`src/hdl/pvc_regs.svh`:
```
// command codes, reset values and timing constants of the voltage configuration bank
// --------------------------------------------------------------------------
// Notes on behaviour
// - ceiling word in output-voltage format, never above 110 percent of strap; reset loads ffff and a write on the first clock after reset is not capped
// - margin-up target word applies while margin high is selected
// - margin-down target word applies while margin low is selected
// - output reference ramps at slew word rate in volts per millisecond
// - load-line slope word in mV per amp gives the droop
// - sense loop gain held as a writable direct-format word
// - sense monitor scale held as a writable direct-format word
// - duty cycle clamped to the percentage held in the limit word
// - switching frequency taken in kilohertz, one kilohertz steps
// - conversion starts when input voltage reaches turn-on level
// - running conversion stops when input falls to turn-off level
// - group identifier held in bits 11 to 8 of phase word
// - unit count of group held in bits 7 to 4
// - bits 3 to 0 give phase order; clock source gets zero
// - linear offset in amps added to output current readings
// - over-voltage threshold word in output-voltage format
// - all words are read whole; all but current offset are written, phase word bits 15 to 12 stay zero
// - voltage mode bits 7 to 5; 000 is linear, exponent bits 4 to 0
// --------------------------------------------------------------------------
`ifndef PVC_REGS_SVH
`define PVC_REGS_SVH

`define PVC_CMD_CEILING 8'h24
`define PVC_CMD_MARGIN_UP 8'h25
`define PVC_CMD_MARGIN_DOWN 8'h26
`define PVC_CMD_SLEW 8'h27
`define PVC_CMD_LOAD_LINE 8'h28
`define PVC_CMD_LOOP_GAIN 8'h29
`define PVC_CMD_MON_SCALE 8'h2a
`define PVC_CMD_DUTY_LIMIT 8'h32
`define PVC_CMD_SW_RATE 8'h33
`define PVC_CMD_TURN_ON 8'h35
`define PVC_CMD_TURN_OFF 8'h36
`define PVC_CMD_PHASE_GROUP 8'h37
`define PVC_CMD_CUR_OFFSET 8'h39
`define PVC_CMD_OV_LIMIT 8'h40

`define PVC_GROUP_MSB 11
`define PVC_GROUP_LSB 8
`define PVC_COUNT_MSB 7
`define PVC_COUNT_LSB 4
`define PVC_POS_MSB 3
`define PVC_POS_LSB 0
`define PVC_LIN_EXP_MSB 15
`define PVC_LIN_EXP_LSB 11
`define PVC_LIN_MAN_MSB 10
`define PVC_MODE_MSB 7
`define PVC_MODE_LSB 5
`define PVC_MODE_EXP_MSB 4
`define PVC_MODE_LINEAR 3'h0

`define PVC_RST_WORD 16'h0000
`define PVC_RST_SLEW 16'h0001
`define PVC_RST_DUTY 16'h0032
`define PVC_RST_RATE 16'h00c8
`define PVC_RST_OV 16'hffff

`define PVC_CEIL_PCT 110
`define PVC_CLK_NS 10
`define PVC_SLEW_TICK_NS 1000000
`define PVC_MV_PER_V 1000

`endif

```
`src/hdl/pvc_pkg.sv`:
```
// types shared by the voltage configuration bank
package pvc_pkg;

  typedef enum logic [1:0] {
    PVC_MARGIN_NONE = 2'b00,
    PVC_MARGIN_UP = 2'b01,
    PVC_MARGIN_DOWN = 2'b10
  } pvc_margin_t;

  typedef enum logic {
    PVC_CONV_IDLE = 1'b0,
    PVC_CONV_RUN = 1'b1
  } pvc_conv_t;

  typedef struct packed {
    logic valid;
    logic write;
    logic [7:0] code;
    logic [15:0] wdata;
  } pvc_cmd_t;

  typedef struct packed {
    logic valid;
    logic ack;
    logic [15:0] rdata;
  } pvc_rsp_t;

  typedef struct packed {
    logic [3:0] group_id;
    logic [3:0] unit_count;
    logic [3:0] position;
  } pvc_phase_t;

endpackage

```
`src/hdl/pvc_vout_config.sv`:
```
// configuration command bank: storage, word access and the logic each word steers
`include "pvc_regs.svh"

module pvc_vout_config #(
  parameter int unsigned SLEW_TICK_CYCLES = `PVC_SLEW_TICK_NS / `PVC_CLK_NS,
  parameter logic [15:0] CUR_OFFSET_RST = 16'h0000
) (
  input wire logic mclk_i,
  input wire logic rst_n_i,
  input wire pvc_pkg::pvc_cmd_t cmd_i,
  input wire logic [7:0] vout_mode_i,
  input wire logic [15:0] vout_strap_i,
  input wire logic [15:0] vout_nominal_i,
  input wire pvc_pkg::pvc_margin_t margin_sel_i,
  input wire logic [15:0] vout_meas_i,
  input wire logic [15:0] vin_volts_i,
  input wire logic signed [15:0] output_current_reading_raw_i,
  input wire logic [15:0] duty_req_i,
  output pvc_pkg::pvc_rsp_t rsp_o,
  output logic [15:0] vout_ref_o,
  output logic [15:0] vout_ceiling_o,
  output logic [31:0] droop_mv_o,
  output logic [15:0] loop_gain_o,
  output logic [15:0] monitor_scale_o,
  output logic [15:0] duty_o,
  output logic [15:0] freq_khz_o,
  output logic conv_en_o,
  output pvc_pkg::pvc_phase_t phase_o,
  output logic signed [15:0] output_current_reading_o,
  output logic ov_fault_o,
  output logic mode_err_o
);
  import pvc_pkg::*;

  // --------------------------------------------------------------------------
  // state
  // --------------------------------------------------------------------------
  typedef struct packed {
    logic [15:0] ceiling;
    logic [15:0] margin_up;
    logic [15:0] margin_down;
    logic [15:0] slew;
    logic [15:0] load_line;
    logic [15:0] loop_gain;
    logic [15:0] mon_scale;
    logic [15:0] duty_limit;
    logic [15:0] sw_rate;
    logic [15:0] turn_on;
    logic [15:0] turn_off;
    logic [15:0] phase_group;
    logic [15:0] cur_offset;
    logic [15:0] ov_limit;
    logic strap_taken;
    logic [15:0] strap_cap;
    logic [16:0] tick_cnt;
    logic [15:0] ref_now;
    pvc_conv_t conv;
    pvc_rsp_t rsp;
    logic [31:0] droop;
    logic [15:0] duty;
    logic [15:0] freq;
    logic signed [15:0] output_current_reading;
    logic ov;
    logic mode_err;
  } pvc_state_t;

  pvc_state_t st;
  pvc_state_t next_st;

  localparam logic [16:0] TICK_LAST = 17'(SLEW_TICK_CYCLES - 1);

  // --------------------------------------------------------------------------
  // helpers
  // --------------------------------------------------------------------------
  // linear word to integer, scaled by 2^bias; fraction bits are dropped
  function automatic logic signed [31:0] lin_value(input logic [15:0] w,
                                                  input logic signed [6:0] bias);
    logic signed [6:0] e;
    logic signed [31:0] m;
    e = 7'(signed'(w[`PVC_LIN_EXP_MSB:`PVC_LIN_EXP_LSB])) + bias;
    m = 32'(signed'(w[`PVC_LIN_MAN_MSB:0]));
    if (e >= 7'sd20) begin
      lin_value = m <<< 20;
    end else if (e >= 7'sd0) begin
      lin_value = m <<< e;
    end else if (e > -7'sd31) begin
      lin_value = m >>> (-e);
    end else begin
      lin_value = (m < 0) ? -32'sd1 : 32'sd0;
    end
  endfunction

  // clamp a signed result into an unsigned 16-bit field
  function automatic logic [15:0] sat_u16(input logic signed [31:0] v);
    if (v < 0) begin
      sat_u16 = 16'h0000;
    end else if (v > 32'sh0000_ffff) begin
      sat_u16 = 16'hffff;
    end else begin
      sat_u16 = v[15:0];
    end
  endfunction

  function automatic logic [15:0] min_u16(input logic [15:0] a, input logic [15:0] b);
    min_u16 = (a < b) ? a : b;
  endfunction

  // linear word as a whole number, negative values read as zero
  function automatic logic [15:0] lin_u16(input logic [15:0] w);
    lin_u16 = sat_u16(lin_value(w, 7'sd0));
  endfunction

  // clamp a signed sum into a signed 16-bit reading
  function automatic logic signed [15:0] sat_s16(input logic signed [31:0] v);
    if (v > 32'sh0000_7fff) begin
      sat_s16 = 16'sh7fff;
    end else if (v < -32'sh0000_8000) begin
      sat_s16 = 16'sh8000;
    end else begin
      sat_s16 = v[15:0];
    end
  endfunction

  // --------------------------------------------------------------------------
  // next state
  // --------------------------------------------------------------------------
  logic linear_mode;
  logic signed [6:0] vexp;
  logic [15:0] target;
  logic [15:0] step;
  logic [16:0] cap_calc;
  logic [15:0] wr_val;
  logic signed [31:0] output_current_reading_sum;
  logic [15:0] vin_on_v;
  logic [15:0] vin_off_v;

  always_comb begin
    next_st = st;
    linear_mode = (vout_mode_i[`PVC_MODE_MSB:`PVC_MODE_LSB] == `PVC_MODE_LINEAR);
    vexp = 7'(signed'(vout_mode_i[`PVC_MODE_EXP_MSB:0]));
    // full strap range times 110 needs 23 bits before the divide
    cap_calc = 17'((24'(vout_strap_i) * 24'(`PVC_CEIL_PCT)) / 24'd100);
    wr_val = cmd_i.wdata;
    target = 16'h0000;
    step = 16'h0000;
    output_current_reading_sum = 32'sd0;
    vin_on_v = lin_u16(st.turn_on);
    vin_off_v = lin_u16(st.turn_off);

    // ------------------------------------------------------------------------
    // strap capture
    // ------------------------------------------------------------------------
    // strap is sampled on the first clock after reset release
    if (!st.strap_taken) begin
      next_st.strap_taken = 1'b1;
      next_st.strap_cap = cap_calc[16] ? 16'hffff : cap_calc[15:0];
      next_st.ceiling = min_u16(st.ceiling, next_st.strap_cap);
    end

    // ------------------------------------------------------------------------
    // word access
    // ------------------------------------------------------------------------
    next_st.rsp.valid = cmd_i.valid;
    next_st.rsp.ack = 1'b0;
    next_st.rsp.rdata = 16'h0000;
    if (cmd_i.valid) begin
      next_st.rsp.ack = 1'b1;
      // reads always return the whole stored word
      if (cmd_i.code == `PVC_CMD_CEILING) begin
        next_st.rsp.rdata = st.ceiling;
        if (cmd_i.write) begin
          next_st.ceiling = min_u16(wr_val, st.strap_cap);
        end
      end else if (cmd_i.code == `PVC_CMD_MARGIN_UP) begin
        next_st.rsp.rdata = st.margin_up;
        if (cmd_i.write) begin
          next_st.margin_up = wr_val;
        end
      end else if (cmd_i.code == `PVC_CMD_MARGIN_DOWN) begin
        next_st.rsp.rdata = st.margin_down;
        if (cmd_i.write) begin
          next_st.margin_down = wr_val;
        end
      end else if (cmd_i.code == `PVC_CMD_SLEW) begin
        next_st.rsp.rdata = st.slew;
        if (cmd_i.write) begin
          next_st.slew = wr_val;
        end
      end else if (cmd_i.code == `PVC_CMD_LOAD_LINE) begin
        next_st.rsp.rdata = st.load_line;
        if (cmd_i.write) begin
          next_st.load_line = wr_val;
        end
      end else if (cmd_i.code == `PVC_CMD_LOOP_GAIN) begin
        next_st.rsp.rdata = st.loop_gain;
        if (cmd_i.write) begin
          next_st.loop_gain = wr_val;
        end
      end else if (cmd_i.code == `PVC_CMD_MON_SCALE) begin
        next_st.rsp.rdata = st.mon_scale;
        if (cmd_i.write) begin
          next_st.mon_scale = wr_val;
        end
      end else if (cmd_i.code == `PVC_CMD_DUTY_LIMIT) begin
        next_st.rsp.rdata = st.duty_limit;
        if (cmd_i.write) begin
          next_st.duty_limit = wr_val;
        end
      end else if (cmd_i.code == `PVC_CMD_SW_RATE) begin
        next_st.rsp.rdata = st.sw_rate;
        if (cmd_i.write) begin
          next_st.sw_rate = wr_val;
        end
      end else if (cmd_i.code == `PVC_CMD_TURN_ON) begin
        next_st.rsp.rdata = st.turn_on;
        if (cmd_i.write) begin
          next_st.turn_on = wr_val;
        end
      end else if (cmd_i.code == `PVC_CMD_TURN_OFF) begin
        next_st.rsp.rdata = st.turn_off;
        if (cmd_i.write) begin
          next_st.turn_off = wr_val;
        end
      end else if (cmd_i.code == `PVC_CMD_PHASE_GROUP) begin
        // upper nibble is not a field and stays zero
        next_st.rsp.rdata = st.phase_group;
        if (cmd_i.write) begin
          next_st.phase_group = {4'h0, wr_val[11:0]};
        end
      end else if (cmd_i.code == `PVC_CMD_CUR_OFFSET) begin
        next_st.rsp.rdata = st.cur_offset;
        if (cmd_i.write) begin
          next_st.rsp.ack = 1'b0;
        end
      end else if (cmd_i.code == `PVC_CMD_OV_LIMIT) begin
        next_st.rsp.rdata = st.ov_limit;
        if (cmd_i.write) begin
          next_st.ov_limit = wr_val;
        end
      end else begin
        // unknown codes are refused and read as zero
        next_st.rsp.ack = 1'b0;
      end
    end

    // ------------------------------------------------------------------------
    // margin target
    // ------------------------------------------------------------------------
    case (margin_sel_i)
      PVC_MARGIN_UP: target = st.margin_up;
      PVC_MARGIN_DOWN: target = st.margin_down;
      default: target = vout_nominal_i;
    endcase
    // clamping the target first means a lowered ceiling pulls the reference down too
    target = min_u16(target, st.ceiling);

    // ------------------------------------------------------------------------
    // slew ramp
    // ------------------------------------------------------------------------
    // step is the slew in output-voltage units; a zero step still moves one count
    step = sat_u16(lin_value(st.slew, -vexp));
    if (step == 16'h0000) begin
      step = 16'h0001;
    end
    next_st.mode_err = !linear_mode;
    // one tick is a millisecond at the default rate, so the step is output-voltage units per tick
    if (st.tick_cnt >= TICK_LAST) begin
      next_st.tick_cnt = 17'h0_0000;
      // a non-linear mode holds the reference: its units cannot be interpreted
      if (linear_mode) begin
        if (st.ref_now < target) begin
          if ((target - st.ref_now) > step) begin
            next_st.ref_now = st.ref_now + step;
          end else begin
            next_st.ref_now = target;
          end
        end else if (st.ref_now > target) begin
          if ((st.ref_now - target) > step) begin
            next_st.ref_now = st.ref_now - step;
          end else begin
            next_st.ref_now = target;
          end
        end
      end
    end else begin
      next_st.tick_cnt = st.tick_cnt + 17'h0_0001;
    end

    // ------------------------------------------------------------------------
    // load line and current reading
    // ------------------------------------------------------------------------
    output_current_reading_sum = 32'(output_current_reading_raw_i) + lin_value(st.cur_offset, 7'sd0);
    next_st.droop = 32'(lin_value(st.load_line, 7'sd0) * output_current_reading_sum);
    // the reading saturates rather than wraps when the offset pushes it out of range
    next_st.output_current_reading = sat_s16(output_current_reading_sum);

    // ------------------------------------------------------------------------
    // duty and frequency
    // ------------------------------------------------------------------------
    next_st.duty = min_u16(duty_req_i, lin_u16(st.duty_limit));
    next_st.freq = lin_u16(st.sw_rate);

    // ------------------------------------------------------------------------
    // input turn-on / turn-off with hysteresis
    // ------------------------------------------------------------------------
    // equal levels give no hysteresis and the converter may chatter at the threshold
    case (st.conv)
      PVC_CONV_IDLE: begin
        if (vin_volts_i >= vin_on_v) begin
          next_st.conv = PVC_CONV_RUN;
        end
      end
      PVC_CONV_RUN: begin
        if (vin_volts_i <= vin_off_v) begin
          next_st.conv = PVC_CONV_IDLE;
        end
      end
      default: next_st.conv = PVC_CONV_IDLE;
    endcase

    // ------------------------------------------------------------------------
    // over-voltage compare
    // ------------------------------------------------------------------------
    // strictly above: a reading equal to the limit is not a fault
    next_st.ov = (vout_meas_i > st.ov_limit);
  end

  // --------------------------------------------------------------------------
  // registers
  // --------------------------------------------------------------------------
  always_ff @(posedge mclk_i or negedge rst_n_i) begin
    if (!rst_n_i) begin
      st <= '0;
      // words with no defined default start from the common reset word
      st.margin_up <= `PVC_RST_WORD;
      st.margin_down <= `PVC_RST_WORD;
      st.load_line <= `PVC_RST_WORD;
      st.loop_gain <= `PVC_RST_WORD;
      st.mon_scale <= `PVC_RST_WORD;
      st.turn_on <= `PVC_RST_WORD;
      st.turn_off <= `PVC_RST_WORD;
      st.phase_group <= `PVC_RST_WORD;
      st.slew <= `PVC_RST_SLEW;
      st.duty_limit <= `PVC_RST_DUTY;
      st.sw_rate <= `PVC_RST_RATE;
      st.ov_limit <= `PVC_RST_OV;
      st.ceiling <= 16'hffff;
      st.strap_cap <= 16'hffff;
      st.cur_offset <= CUR_OFFSET_RST;
      st.conv <= PVC_CONV_IDLE;
    end else begin
      st <= next_st;
    end
  end

  // --------------------------------------------------------------------------
  // outputs
  // --------------------------------------------------------------------------
  assign rsp_o = st.rsp;
  assign vout_ref_o = st.ref_now;
  assign vout_ceiling_o = st.ceiling;
  assign droop_mv_o = st.droop;
  assign loop_gain_o = st.loop_gain;
  assign monitor_scale_o = st.mon_scale;
  assign duty_o = st.duty;
  assign freq_khz_o = st.freq;
  assign conv_en_o = (st.conv == PVC_CONV_RUN);
  // position 0 is the unit that drives the shared sync clock
  assign phase_o.group_id = st.phase_group[`PVC_GROUP_MSB:`PVC_GROUP_LSB];
  assign phase_o.unit_count = st.phase_group[`PVC_COUNT_MSB:`PVC_COUNT_LSB];
  assign phase_o.position = st.phase_group[`PVC_POS_MSB:`PVC_POS_LSB];
  assign output_current_reading_o = st.output_current_reading;
  assign ov_fault_o = st.ov;
  assign mode_err_o = st.mode_err;

endmodule

```
`config.mk`:
```
export PLATFORM = sky130hd
export DESIGN_NAME = pvc_vout_config
export DESIGN_NICKNAME = d
export VERILOG_FILES = /design/src/hdl/pvc_pkg.sv /design/src/hdl/pvc_vout_config.sv
export VERILOG_INCLUDE_DIRS = /design/src /design/src/hdl
export SDC_FILE = /design/constraint.sdc
export NUM_CORES = 2
export LEC_CHECK = 0
export BUFFER_PORTS_ARGS = -buffer_cell sky130_fd_sc_hd__buf_4
export CORE_ASPECT_RATIO = 1.25
export CORE_UTILIZATION = 25
export DETAILED_ROUTE_END_ITERATION = 10
export GPL_ROUTABILITY_DRIVEN = 0
export PLACE_DENSITY = 0.39
export SLEW_MARGIN = 20
export SYNTH_ARGS = -nofsm -noshare
export SYNTH_HDL_FRONTEND = slang
export SYNTH_SLANG_ARGS = --single-unit
```
`constraint.sdc`:
```
create_clock -name mclk_i -period 12.5 [get_ports mclk_i]
set_input_delay 1.25 -clock mclk_i [delete_from_list [all_inputs] [get_ports mclk_i]]
set_output_delay 1.25 -clock mclk_i [all_outputs]
set_load 0.005 [all_outputs]
```
==> summary.md <==
Stage delay of the slowest cell on the critical path: 0.56 ns. In the layout the commonest cells are sky130_fd_sc_hd__buf_4, sky130_fd_sc_hd__nand2_1, sky130_fd_sc_hd__inv_1, sky130_fd_sc_hd__nor2_1, sky130_fd_sc_hd__a21oi_1. Among cell families on the critical path, the largest total delay comes from compound AO/OA/AOI/OAI gates.

The count of flip-flops with a built-in enable after synthesis is 0. The run gives 23,100 as the total of fill cells in the finished design. Clock-pin slew was measured on the worst setup and hold paths at 0.07 ns. The tools report the detailed placer's ending HPWL as 184 mm. The run finished, with violations left. For the number of distinct library cell variants in the gate-level netlist after synthesis, the log shows 137. The startpoint of the most critical hold path was st[117].

Summing all flip-flop and latch instances after layout gives 8950 sq um. The run gives 16.4% as the portion of the post-synthesis area used by sequential elements. The tools report the critical register-to-register path startpoint as st[306].

The I/O pin count is 311, and the cell depth of the worst min-delay path is 1. The tools report the root buffer cell as sky130_fd_sc_hd__clkbuf_16. The final worst-path cycle share works out to 153%. Setup slack on the worst reg-to-reg path comes out at 1.02 ns. Top flip-flop cell by instance count after synthesis: sky130_fd_sc_hd__dfrtp_1. The H-tree was split into 2 levels. The total overflow left after global routing is 0. The maximum clock insertion buffer count is 3, and the critical-path maximum fanout is 7. The final-report hold violation count was 0. The maximum number of pins on one net before global-route repair is 76. Across the run, the number of max-cap violations was 0. Number of failing setup endpoints in the final timing report: 24. Leaving out fill and tap cells, the most frequent cell in the layout is sky130_fd_sc_hd__buf_4.

Number of buffer and inverter instances along the worst setup path: 17. STA puts the critical path data arrival time at 19.73 ns. The via count of the first global-routing pass was 54,800. The cell count after synthesis came out at 6,742. The worst register-to-register path has a depth of 48. The floorplan step set the die width to 420 microns. The run gives 220,000 sq um as the total die area. The count of nets left with antenna violations once routing finished came out at 0. Measured against its own limit, the worst slew margin works out to 30.4%. Across every metal layer, demand over resource in global routing totals 20.4%. The number of buffer cells added on primary ports came out at 310. After the last flow step, the layout net total stands at 8,425. Counting every net in the synthesized netlist gives 7,583.

The floorplan core area was 217,000 sq um; the total wire length after detailed routing was 229 mm. The tools report the number of sinks handled by clock tree synthesis as 355. Start-to-end type of the worst setup path: in -> reg. The final count of pins violating max slew came out at 0. The path class of the tightest hold or removal check is reg -> reg. In the final routed layout, each cell accounts on average for 21.7 microns. The layout overhead on the synthesized area was 27.8%. The run gives 13.07 ns as the critical path data required time.

The fraction of layout cells with a size suffix above 1 is 29.1%, and the final-layout worst hold slack is 0.497 ns. In the final layout, the multi-input gates occupy 42,700 sq um. Once placement finished, the instance area stood at 65,700 sq um. The detailed-router iteration count before antenna repair was 6; the final design instance area without fill was 69,700 sq um.

Across the routed clock network, the largest skew measured is 0.0417 ns. STA classifies the critical path endpoint as a register. The slew at the pin closest to its max-slew limit is 1.04 ns. The initialized floorplan defines 191 standard-cell rows. The initial utilization of the core area, before any placement, comes to 25.2%.

The tools report the summed instance area of the synthesized netlist as 54,500 sq um. The final reports fail on setup timing. After synthesis, the share of flip-flops with an asynchronous set or reset is 100%. In the routed layout, each cell is associated on average with a via count of 5.02. For the worst-skew pair, the clock arrives at the later sink with an insertion delay of 0.65 ns. The Yosys step of the flow raised 0 warnings. The largest individual stage delay along the critical path comes from the cell sky130_fd_sc_hd__or4b_4. The final route contains 52,800 vias.

The core utilization of the finished layout is 32.2%, and the vertical die dimension is 524 microns. For this run, design rule violations remaining after detail routing come to 0. Timing analysis after detailed placement gives a worst setup slack of -8.17 ns. For this block, the initial DRC count from the detailed router was 2,981. Setup repair after global routing could not meet its margin everywhere. The launching element type of the critical path is a primary input.

The minimum clock period after layout is 19.16 ns, and the mean instance size in the synthesized netlist is 8.09 sq um. TritonCTS built the clock tree. In this run the critical register-to-register path is captured at droop_mv_o[31]. Number of antenna violations at the first check in global routing: 7. The run gives -6.66 ns as the post-layout worst setup margin. Most common cell type on the critical path: sky130_fd_sc_hd__buf_4. The endpoint with the worst hold slack is st[117]. First element of the critical path: vout_strap_i[13]. The first global-routing pass estimated 345 mm of wire. The synthesized design contains 355 register bits. The run gives 40 as the CTS buffer count.

For the maximum clock frequency, the log shows 0.0522 GHz.
kinds of logic after synthesis:
logic type | after synthesis | share of synthesized area [%]
and+or+nand+nor | 2042 | 18.4
AOI/OAI and AO/OA | 1797 | 22.0
buffers and inverters | 1191 | 9.59
adders and majority gates | 709 | 21.0
muxes | 378 | 8.13
DFF | 355 | 16.4
xor gates and xnor gates | 269 | 4.40
other | 1 | 0.00688
per-layer routing:
metal | up-vias | GRT usage, % | share of wire [%]
met4 | 0 | 7.94 | 4.3
met2 | 1049 | 39.5 | 54
met3 | 323 | 1.72 | 3.0
met1 | 26200 | 22.8 | 39
li1 | 25200 | - | -
met5 | - | 0 | 0
cell usage after synthesis, types with 81 or more instances:
cell / instances / area, sq um
sky130_fd_sc_hd__dfrtp_1: 300 / 7510
sky130_fd_sc_hd__ha_1: 360 / 4500
sky130_fd_sc_hd__o21ai_0: 392 / 1960
sky130_fd_sc_hd__fa_1: 347 / 6950
sky130_fd_sc_hd__a21o_1: 102 / 766
sky130_fd_sc_hd__a211oi_1: 81 / 608
sky130_fd_sc_hd__and2_1: 196 / 1230
sky130_fd_sc_hd__nor2_1: 458 / 1720
sky130_fd_sc_hd__nor3_1: 117 / 586
sky130_fd_sc_hd__buf_4: 184 / 1380
sky130_fd_sc_hd__mux2_2: 202 / 2270
sky130_fd_sc_hd__inv_1: 599 / 2250
sky130_fd_sc_hd__nand3_1: 124 / 621
sky130_fd_sc_hd__mux2i_1: 143 / 1430
sky130_fd_sc_hd__nand2_1: 669 / 2510
sky130_fd_sc_hd__xnor2_1: 194 / 1700
sky130_fd_sc_hd__a21oi_1: 455 / 2280
sky130_fd_sc_hd__clkbuf_1: 334 / 1250
sequential cells by signal, indices dropped and copies added (netlist names):
register and count:
conv_en_o 1, droop_mv_o 32, duty_o 16, freq_khz_o 16, loop_gain_o 16, mode_err_o 1, monitor_scale_o 16, output_current_reading_o 16
ov_fault_o 1, phase_o 12, rsp_o 18, st 178, vout_ceiling_o 16, vout_ref_o 16
per-stage QoR:
step | std cells | setup TNS, ns
after floorplan | 6742 | -130.25
after global placement | 10300 | -170.28
after detailed placement | 10300 | -167.73
after CTS | 10500 | -129.97
after global routing | 10500 | -148.31
final | 10500 | -132.59
how the worst max path moves through the flow:
stage / endpoint / slack (ns) / cells after the start
2_1_floorplan: vout_ceiling_o[11] / -6.55 / 72
3_3_place_gp: vout_ceiling_o[1] / -8.26 / 77
3_5_place_dp: vout_ceiling_o[1] / -8.17 / 74
4_1_cts: vout_ceiling_o[1] / -6.54 / 73
5_1_grt: vout_ceiling_o[1] / -7.33 / 79
6_report: vout_ceiling_o[15] / -6.66 / 78
area by class of cell:
cell class,count,share of cell area [%]
Multi-Input combinational cell,5199,61.3
Timing Repair Buffer,1381,15.3
Sequential cell,355,12.8
Tap cell,2895,5.20
Inverter,607,3.27
Clock buffer,52,1.57
Clock inverter,21,0.460
Antenna cell,4,0.0144
what timing repair did:
action,4_1_cts,5_1_grt
gates cloned,3,1
buffers inserted,61,37
pin swaps,80,68
hold buffers,0,0
resized for setup,248,117
setup endpoints to repair,24,25
Power is left out: the tool's default activity adds up to more than one toggle a clock period on the data nets, which glitch-free logic cannot reach.
